[config.mk]
export PLATFORM = sky130hd
export DESIGN_NAME = startup_sequencer
export DESIGN_NICKNAME = d
export VERILOG_FILES = /design/src/hw/startup_pkg.sv /design/src/hw/code_qualifier.sv /design/src/hw/startup_sequencer.sv
export SDC_FILE = /design/constraint.sdc
export NUM_CORES = 1
export LEC_CHECK = 0
export BUFFER_PORTS_ARGS = -buffer_cell sky130_fd_sc_hd__buf_2
export CAP_MARGIN = 25
export CORE_AREA = 8 8 162 241
export CTS_CLUSTER_DIAMETER = 80
export DETAILED_ROUTE_END_ITERATION = 8
export DIE_AREA = 0 0 170 249
export MAX_ROUTING_LAYER = met4
export PLACE_DENSITY_LB_ADDON = 0.12
export SLEW_MARGIN = 20
export SYNTH_ARGS = -nofsm -noshare
export SYNTH_HDL_FRONTEND = slang
export SYNTH_SLANG_ARGS = --single-unit
[constraint.sdc]
create_clock -name ref_clk -period 24.5 [get_ports ref_clk]
set_input_delay 7.35 -clock ref_clk [delete_from_list [all_inputs] [get_ports ref_clk]]
set_output_delay 7.35 -clock ref_clk [all_outputs]
set_load 0.005 [all_outputs]
[src/hw/startup_pkg.sv]
// constants shared by the start-up sequencer and its voltage-code qualifier
package startup_pkg;
    // clock
    localparam int CLK_PERIOD_NS = 5;
    localparam int CLK_HZ = 200_000_000;
    // voltage-code inputs
    localparam int CODE_W = 8;
    localparam int CODE_FIVE_W = 5;
    localparam int CODE_READS = 3;
    localparam int SAMPLE_HZ = 3_000_000;
    localparam int SAMPLE_CYC = CLK_HZ / SAMPLE_HZ;
    // times, in their own unit, and the derived cycle counts
    localparam int INITIAL_DELAY_NS = 1_400_000;
    localparam int BOOT_HOLD_NS = 85_000;
    localparam int VALIDATE_NS = 500;
    localparam int GOOD_DELAY_FOUR_NS = 440_000;
    localparam int GOOD_DELAY_THREE_NS = 1_500_000;
    localparam int CAPTURE_DELAY_NS = 1_000_000;
    localparam int INITIAL_DELAY_CYC = (INITIAL_DELAY_NS + CLK_PERIOD_NS - 1) / CLK_PERIOD_NS;
    localparam int BOOT_HOLD_CYC = (BOOT_HOLD_NS + CLK_PERIOD_NS - 1) / CLK_PERIOD_NS;
    localparam int VALIDATE_CYC = (VALIDATE_NS + CLK_PERIOD_NS - 1) / CLK_PERIOD_NS;
    localparam int GOOD_FOUR_CYC = (GOOD_DELAY_FOUR_NS + CLK_PERIOD_NS - 1) / CLK_PERIOD_NS;
    localparam int GOOD_THREE_CYC = (GOOD_DELAY_THREE_NS + CLK_PERIOD_NS - 1) / CLK_PERIOD_NS;
    localparam int CAPTURE_CYC = (CAPTURE_DELAY_NS + CLK_PERIOD_NS - 1) / CLK_PERIOD_NS;
    // stepping rates
    localparam int FIXED_STEP_HZ = 330_000;
    localparam int FIXED_STEP_CYC = CLK_HZ / FIXED_STEP_HZ;
    localparam int STEP_KOHM_DIV = 25;
    localparam int NS_PER_US = 1000;
    localparam int KOHM_W = 10;
    localparam int STEP_W = 16;
    localparam int CNT_W = 20;
    // reference levels in 6.25 mV steps
    localparam int STEP_UV = 6250;
    localparam int BOOT_LEVEL_UV = 1_100_000;
    localparam logic [CODE_W-1:0] BOOT_LEVEL = CODE_W'(BOOT_LEVEL_UV / STEP_UV);
    localparam logic [CODE_W-1:0] LEVEL_ZERO = 8'h00;
    // phase counts that use the second and third driver supplies
    localparam logic [1:0] PHASES_TWO = 2'h2;
    localparam logic [1:0] PHASES_THREE = 2'h3;

    typedef enum logic [3:0] {
        ST_SHUTDOWN, ST_INIT_DELAY, ST_RAMP_BOOT, ST_BOOT_HOLD, ST_CODE_WAIT,
        ST_CAPTURE_DELAY, ST_RAMP_FINAL, ST_GOOD_WAIT, ST_RUNNING
    } seq_state_t;

    // step period in clock cycles for the resistor-set oscillator
    function automatic logic [STEP_W-1:0] step_period(input logic [KOHM_W-1:0] kohm,
                                                       input logic four);
        if (!four || kohm == '0) begin
            step_period = STEP_W'(FIXED_STEP_CYC);
        end else begin
            step_period = STEP_W'((int'(kohm) * NS_PER_US) / (STEP_KOHM_DIV * CLK_PERIOD_NS));
        end
    endfunction : step_period
endpackage : startup_pkg

[src/hw/code_qualifier.sv]
// voltage-code qualifier: samples at the slow tick, accepts after equal readings
module code_qualifier
    import startup_pkg::*;
#(
    parameter int W = CODE_W
) (
    // clock and reset
    input wire logic ref_clk,
    input wire logic rst_b,
    // synchronised code pins
    input wire logic [W-1:0] code_in,
    // accepted code
    output logic [W-1:0] code_r,
    output logic valid_r
);
    logic [STEP_W-1:0] div_r, div_nxt;
    logic [W-1:0] last_r, last_nxt, code_nxt;
    logic [1:0] match_r, match_nxt;
    logic valid_nxt;

    // slow sample tick and agreement counting
    always_comb begin
        div_nxt = div_r - 1'b1;
        last_nxt = last_r;
        match_nxt = match_r;
        code_nxt = code_r;
        valid_nxt = valid_r;
        if (div_r == '0) begin
            div_nxt = STEP_W'(SAMPLE_CYC - 1);
            last_nxt = code_in;
            if (code_in != last_r) begin
                match_nxt = 2'h0;
            end else if (match_r != 2'(CODE_READS - 1)) begin
                match_nxt = match_r + 2'h1;
                if (match_r == 2'(CODE_READS - 2)) begin
                    code_nxt = code_in;
                    valid_nxt = 1'b1;
                end
            end
        end
    end

    always_ff @(posedge ref_clk or negedge rst_b) begin
        if (!rst_b) begin
            div_r <= '0;
            last_r <= '0;
            match_r <= 2'h0;
            code_r <= '0;
            valid_r <= 1'b0;
        end else begin
            div_r <= div_nxt;
            last_r <= last_nxt;
            match_r <= match_nxt;
            code_r <= code_nxt;
            valid_r <= valid_nxt;
        end
    end
endmodule : code_qualifier

[src/hw/startup_sequencer.sv]
// start-up qualification and soft-start sequencer for a multiphase buck controller
//
// Contract
// - pwm outputs high impedance in shutdown
// - stay shut until bias supply reset clears
// - stay shut until main enable comparator high
// - stay shut until fourth-phase enable high
// - need driver supplies; two/three phases need more
// - soft-start begins at once when qualified
// - five-bit three-period: all-ones code blocks start
// - four-period: initial fixed delay before ramping
// - first ramp climbs to boot level
// - hold boot level fixed time plus validation
// - code validation takes at least 500 ns
// - sample code, then ramp to coded level
// - four-period ramps move one step per tick
// - step period equals kilohms over 25 microseconds
// - grounded rate pin gives 330 kHz stepping
// - four-period power-good 440 us after final
// - three-period captures code then waits fixed delay
// - three-period ramps zero to code at 330 kHz
// - three-period power-good 1.5 ms after final
// - drivers off while feedback above reference
// - drivers enabled at end of soft-start anyway
// - power-good low in shutdown and soft-start
// - code accepted after three equal slow samples
module startup_sequencer
    import startup_pkg::*;
#(
    parameter int INIT_DELAY_CYCLES = INITIAL_DELAY_CYC,
    parameter int BOOT_HOLD_CYCLES = BOOT_HOLD_CYC,
    parameter int GOOD_FOUR_CYCLES = GOOD_FOUR_CYC,
    parameter int GOOD_THREE_CYCLES = GOOD_THREE_CYC,
    parameter int CAPTURE_CYCLES = CAPTURE_CYC
) (
    // clock and reset
    input wire logic ref_clk,
    input wire logic rst_b,
    // supply and enable comparators
    input wire logic core_bias_ok,
    input wire logic main_enable,
    input wire logic fourth_phase_enable,
    input wire logic driver_supply_first,
    input wire logic driver_supply_second,
    input wire logic driver_supply_third,
    // configuration straps
    input wire logic four_period_mode,
    input wire logic five_bit_mode,
    input wire logic [1:0] phase_count,
    input wire logic [KOHM_W-1:0] ramp_kohm,
    // processor code pins and feedback comparator
    input wire logic [CODE_W-1:0] voltage_code,
    input wire logic feedback_node_above_ref,
    // outputs
    output logic pwm_drive_en_r,
    output logic drivers_enable_r,
    output logic [CODE_W-1:0] reference_level_r,
    output logic power_good_out_r,
    output logic soft_start_active_r
);
    localparam int SYNC_W = 11 + CODE_W + KOHM_W;

    if (INIT_DELAY_CYCLES < 1 || INIT_DELAY_CYCLES >= 2**CNT_W ||
        GOOD_THREE_CYCLES < 1 || GOOD_THREE_CYCLES >= 2**CNT_W ||
        GOOD_FOUR_CYCLES < 1 || GOOD_FOUR_CYCLES >= 2**CNT_W ||
        CAPTURE_CYCLES < 1 || CAPTURE_CYCLES >= 2**CNT_W ||
        BOOT_HOLD_CYCLES < 1 || BOOT_HOLD_CYCLES >= 2**CNT_W) begin : g_bad_count
        $error("delay count out of counter range");
    end

    logic [SYNC_W-1:0] meta_r, sync_r;
    logic bias_s, en_s, ph4_s, drv1_s, drv2_s, drv3_s, fb_above_s, four_s, five_s;
    logic [1:0] phases_s;
    logic [KOHM_W-1:0] kohm_s;
    logic [CODE_W-1:0] code_s, code_q;
    logic code_valid;
    logic supplies_ok, start_ok, tick;

    seq_state_t state_r, state_nxt;
    logic [CNT_W-1:0] cnt_r, cnt_nxt;
    logic [STEP_W-1:0] step_r, step_nxt;
    logic [CODE_W-1:0] target_r, target_nxt, ref_nxt;
    logic mode_four_r, mode_four_nxt;
    logic drv_nxt, pg_nxt, pwm_nxt, ss_nxt;

    // every pin passes two flops; the first rank feeds only the second
    always_ff @(posedge ref_clk or negedge rst_b) begin
        if (!rst_b) begin
            meta_r <= '0;
            sync_r <= '0;
        end else begin
            meta_r <= {core_bias_ok, main_enable, fourth_phase_enable, driver_supply_first,
                       driver_supply_second, driver_supply_third, feedback_node_above_ref,
                       four_period_mode, five_bit_mode, phase_count, ramp_kohm, voltage_code};
            sync_r <= meta_r;
        end
    end

    assign {bias_s, en_s, ph4_s, drv1_s, drv2_s, drv3_s, fb_above_s, four_s, five_s,
            phases_s, kohm_s, code_s} = sync_r;

    code_qualifier #(.W(CODE_W)) u_code (
        .ref_clk(ref_clk),
        .rst_b(rst_b),
        .code_in(code_s),
        .code_r(code_q),
        .valid_r(code_valid)
    );

    // supplies and enables; losing any required one (drv2_s and drv3_s only with two or three phases) sends the sequence back to shutdown
    always_comb begin
        supplies_ok = bias_s && en_s && ph4_s && drv1_s;
        if (phases_s == PHASES_TWO || phases_s == PHASES_THREE) begin
            supplies_ok = supplies_ok && drv2_s && drv3_s;
        end
        // a five-bit all-ones code means no load; wait for a qualified other code
        start_ok = supplies_ok;
        if (!four_s && five_s) begin
            start_ok = supplies_ok && code_valid &&
                       code_q[CODE_FIVE_W-1:0] != '1;
        end
    end

    // ramp tick: the oscillator only runs while a ramp is in progress
    assign tick = (step_r == '0);

    // sequencer next state, counters and reference
    always_comb begin
        state_nxt = state_r;
        cnt_nxt = cnt_r;
        step_nxt = step_r;
        ref_nxt = reference_level_r;
        target_nxt = target_r;
        mode_four_nxt = mode_four_r;
        drv_nxt = drivers_enable_r;
        pg_nxt = 1'b0;
        if (state_r == ST_RAMP_BOOT || state_r == ST_RAMP_FINAL) begin
            step_nxt = tick ? step_period(kohm_s, mode_four_r) - 1'b1
                            : step_r - 1'b1;
        end
        unique case (state_r)
            ST_SHUTDOWN: begin
                ref_nxt = LEVEL_ZERO;
                drv_nxt = 1'b0;
                if (start_ok) begin
                    mode_four_nxt = four_s;
                    if (four_s) begin
                        state_nxt = ST_INIT_DELAY;
                        cnt_nxt = CNT_W'(INIT_DELAY_CYCLES - 1);
                    end else begin
                        state_nxt = ST_CAPTURE_DELAY;
                        target_nxt = code_q;
                        cnt_nxt = CNT_W'(CAPTURE_CYCLES - 1);
                    end
                end
            end
            ST_INIT_DELAY: begin
                cnt_nxt = cnt_r - 1'b1;
                if (cnt_r == '0) begin
                    state_nxt = ST_RAMP_BOOT;
                    target_nxt = BOOT_LEVEL;
                    step_nxt = step_period(kohm_s, mode_four_r) - 1'b1;
                end
            end
            ST_RAMP_BOOT, ST_RAMP_FINAL: begin
                if (reference_level_r == target_r) begin
                    if (state_r == ST_RAMP_BOOT) begin
                        state_nxt = ST_BOOT_HOLD;
                        cnt_nxt = CNT_W'(BOOT_HOLD_CYCLES - 1);
                    end else begin
                        state_nxt = ST_GOOD_WAIT;
                        drv_nxt = 1'b1;
                        cnt_nxt = mode_four_r ? CNT_W'(GOOD_FOUR_CYCLES - 1)
                                              : CNT_W'(GOOD_THREE_CYCLES - 1);
                    end
                end else if (tick) begin
                    // one 6.25 mV step per tick, either direction
                    ref_nxt = (reference_level_r < target_r) ? reference_level_r + 1'b1
                                                             : reference_level_r - 1'b1;
                end
            end
            ST_BOOT_HOLD: begin
                cnt_nxt = cnt_r - 1'b1;
                if (cnt_r == '0) begin
                    state_nxt = ST_CODE_WAIT;
                    cnt_nxt = CNT_W'(VALIDATE_CYC - 1);
                end
            end
            ST_CODE_WAIT: begin
                // the code must read valid for the whole validation window
                if (!code_valid) begin
                    cnt_nxt = CNT_W'(VALIDATE_CYC - 1);
                end else if (cnt_r == '0) begin
                    state_nxt = ST_RAMP_FINAL;
                    target_nxt = code_q;
                    step_nxt = step_period(kohm_s, mode_four_r) - 1'b1;
                end else begin
                    cnt_nxt = cnt_r - 1'b1;
                end
            end
            ST_CAPTURE_DELAY: begin
                cnt_nxt = cnt_r - 1'b1;
                if (cnt_r == '0) begin
                    state_nxt = ST_RAMP_FINAL;
                    step_nxt = STEP_W'(FIXED_STEP_CYC - 1);
                end
            end
            ST_GOOD_WAIT: begin
                cnt_nxt = cnt_r - 1'b1;
                if (cnt_r == '0) begin
                    state_nxt = ST_RUNNING;
                    pg_nxt = 1'b1;
                end
            end
            ST_RUNNING: begin
                pg_nxt = 1'b1;
            end
        endcase
        // pre-biased output: drivers wait until the reference passes feedback
        if (state_r != ST_SHUTDOWN && !fb_above_s) begin
            drv_nxt = 1'b1;
        end
        if (state_r != ST_SHUTDOWN && !supplies_ok) begin
            state_nxt = ST_SHUTDOWN;
            ref_nxt = LEVEL_ZERO;
            drv_nxt = 1'b0;
            pg_nxt = 1'b0;
        end
        pwm_nxt = (state_nxt != ST_SHUTDOWN);
        ss_nxt = (state_nxt != ST_SHUTDOWN && state_nxt != ST_RUNNING);
    end

    always_ff @(posedge ref_clk or negedge rst_b) begin
        if (!rst_b) begin
            state_r <= ST_SHUTDOWN;
            cnt_r <= '0;
            step_r <= '0;
            target_r <= LEVEL_ZERO;
            mode_four_r <= 1'b0;
            reference_level_r <= LEVEL_ZERO;
            drivers_enable_r <= 1'b0;
            power_good_out_r <= 1'b0;
            pwm_drive_en_r <= 1'b0;
            soft_start_active_r <= 1'b0;
        end else begin
            state_r <= state_nxt;
            cnt_r <= cnt_nxt;
            step_r <= step_nxt;
            target_r <= target_nxt;
            mode_four_r <= mode_four_nxt;
            reference_level_r <= ref_nxt;
            drivers_enable_r <= drv_nxt;
            power_good_out_r <= pg_nxt;
            pwm_drive_en_r <= pwm_nxt;
            soft_start_active_r <= ss_nxt;
        end
    end
endmodule : startup_sequencer

==> flow_metrics.py <==
metrics = {
    "floorplan": {
        "fp.coreArea_um2": 35500,
        "start_util": 0.394,
        "boundaryPins": 43,
        "floorplan.rows": 85,
        "floorplan.die.height_um": 249,
        "floorplan_die_width_um": 170,
        "die-area_um2": 42300,
    },
    "clocking": {
        "cts-hold-fix-buffers": 0,
        "worst_setup_hold_path_clk_slew_ns": 0.07,
        "cts_repair_resize_count": 0,
        "cts-root-buf": "clkbuf_16",
        "tritoncts": "done",
        "sink_count": 152,
        "post-cts-setup-buffer-count": 0,
        "number_of_buffers_created_by_cts": 17,
        "clk_path_buf_depth": 2,
        "insertion_delay_ns": 0.44,
        "htree_depth": 4,
    },
    "layout": {
        "design_area_um2": 15300,
        "most-common-layout-cells": "160 x nor2_1, 152 x dfrtp_1, 132 x nand2_1, 111 x o21ai_0, 107 x a21oi_1",
        "number_of_inserted_diodes": 0,
        "layout_commonest_cell": "nor2_1",
        "layout_utilization": 0.431,
        "area_growth_synth_to_finish_pct": 9.37,
        "final_nets": 1822,
        "post_route_cells_drive_above_1_share": 0.115,
    },
    "timing": {
        "setup_total_negative_slack_ns": 0,
        "hold_viol_final": 0,
        "maxSlewHeadroom": 0.305,
        "fin_worst_skew_ns": 0.0151,
        "unrepaired_setup_endpoints_after_global_routing": "no",
        "finalMaxSlewViolations": 0,
        "maxClockFrequency_mhz": 52.3,
        "setup_ws_ns": 5.39,
        "final_period_demand_of_the_worst_path_ns": 19.11,
        "worst_slew_pin_slew_ns": 1.04,
        "report.final.setup_viol": 0,
        "layout_worst_path_cycle_share": 0.780,
    },
    "setup_path": {
        "startpoint_type_of_the_worst_setup_path": "register",
        "critical_path_fanouts_max": 16,
        "path_class": "register to register",
        "timing.critical_path.arrival_ns": 19.42,
        "slowest_delay_ns": 0.85,
        "end_kind": "register",
        "cp_max_delay_cell": "xnor2_1",
        "worst-endpoint-required_ns": 24.81,
        "r2r_setup_slack_ns": 5.39,
    },
    "flow_run": {
        "drv.max_cap_violation_count": 0,
    },
    "placement": {
        "place.gp.congestion": 0.882,
        "placement.cell_area_um2": 14700,
        "io_buffers": 41,
        "detailed_place_hpwl_um": 30300,
        "dpl_worst_slack_ns": 5.58,
    },
    "drt": {
        "drcViolationCount": 0,
        "via_count": 12753,
        "wire_per_inst_um": 17.8,
        "vias_per_cell": 5.85,
        "antenna_violating_nets_post_route": 0,
        "detailedRoute.firstPassIterationCount": 5,
        "finalWirelength_um": 38800,
        "drt_iter0_markers": 634,
    },
    "global_routing": {
        "grt_first_pass_wirelength_um": 64700,
        "grt_max_degree": 79,
        "antenna_found_initial": 0,
        "globalRouteOverflowTotal": 0,
        "groute.usage.overall": 0.191,
        "vias_in_the_first_global_route": 12884,
    },
    "synth": {
        "seq_area_frac_synth": 0.272,
        "synth_edf_count": 0,
        "yosys_warnings": 0,
        "ys_types": 126,
        "post-synth-top-area-fraction": 0.272,
        "netlist_instances": 1668,
        "main_flop_type_after_synthesis": "dfrtp_1",
        "avgSynthCellArea_um2": 8.39,
        "yosys_register_bits": 152,
        "fraction_of_synthesis_flops_using_an_asynchronous_set_or_reset_pin": 1.00,
        "largest_cells_by_area_after_synthesis": "dfrtp_1 27%, ha_1 6.4%, fa_1 4.4%",
        "syn-num-nets": 1802,
        "netlist_area_um2": 14000,
        "synth_area_leader_cell": "dfrtp_1",
    },
    "run_status": {
        "run_status": "complete, no violations",
    },
    "min_path": {
        "worstHoldPathType": "register to register",
    },
}
final timing paths:
kind,depth (start not counted),endpoint,start
setup / recovery,59,step_r[6]$_DFF_PN0_,sync_r[9]$_DFF_PN0_
min in group asynchronous,1,u_code.div_r[2]$_DFF_PN0_,rst_b
hold reg to reg,0,sync_r[26]$_DFF_PN0_,meta_r[26]$_DFF_PN0_
setup reg to reg,59,step_r[6]$_DFF_PN0_,sync_r[9]$_DFF_PN0_
hold / removal,0,sync_r[26]$_DFF_PN0_,meta_r[26]$_DFF_PN0_
max in group asynchronous,3,cnt_r[13]$_DFFE_PN0P_,rst_b
cell usage after synthesis (all sizes together) (12+ instances only):
master	n
nor2	161
dfrtp	152
o21ai	137
nand2	132
a21oi	112
inv	103
ha	72
nor3	64
nand3	49
xnor2	44
clkbuf	39
o211ai	36
fa	31
nor4	28
mux2	27
nand2b	26
a31oi	25
xor2	25
a21o	24
o21a	23
or2	22
or3	22
a211oi	18
nand4	18
buf	16
o22ai	14
mux2i	13
o211a	13
and2	12
and3	12
nor2b	12
area by class of cell:
type / count / area [µm²]
fillers: 3614 / 20200
clock inverters: 14 / 158
multi-input cells: 1355 / 9570
clock buffers: 18 / 439
repair buffers: 56 / 339
flip-flops and latches: 152 / 3800
inverters: 106 / 398
well taps: 478 / 598
critical path, delay by kind of cell (launching register included):
family	cells	cell delay, ns
adders and majority gates	8	3.28
DFF	1	0.72
and+or+nand+nor	10	2.33
buffers and inverters	5	0.98
muxes	1	0.31
AOI/OAI and AO/OA	30	8.80
xor gates and xnor gates	5	2.51
state kept, by name (all words and copies together), names as in the netlist, 2 cells and up:
| name | flops |
|---|---|
| cnt_r | 20 |
| meta_r | 28 |
| reference_level_r | 8 |
| state_r | 4 |
| step_r | 16 |
| sync_r | 28 |
| target_r | 8 |
| u_code.code_r | 8 |
| u_code.div_r | 16 |
| u_code.last_r | 8 |
| u_code.match_r | 2 |
metal layers:
metal | share of wire | vias up | GRT usage
met5 | 0 | - | -
met4 | 0.041 | 0 | 0.0837
met3 | 0.026 | 102 | 0.0241
met2 | 0.54 | 287 | 0.357
met1 | 0.39 | 6138 | 0.195
li1 | - | 6226 | -
cells by family after synthesis:
| group | synth area share |
|---|---|
| muxes | 0.0321 |
| and+or+nand+nor | 0.210 |
| DFF | 0.272 |
| adders and majority gates | 0.112 |
| AOI/OAI and AO/OA | 0.285 |
| buffers and inverters | 0.0449 |
| xor gates and xnor gates | 0.0448 |
per-stage QoR:
stage          hold slack [ns]  std cells
2_1_floorplan            0.331       1668
3_3_place_gp             0.331       2144
3_5_place_dp             0.335       2144
4_1_cts                  0.345       2176
5_1_grt                  0.349       2179
6_report                 0.343       2179
Power is left out: the tool's default activity adds up to more than one toggle a clock period on the data nets, which glitch-free logic cannot reach.
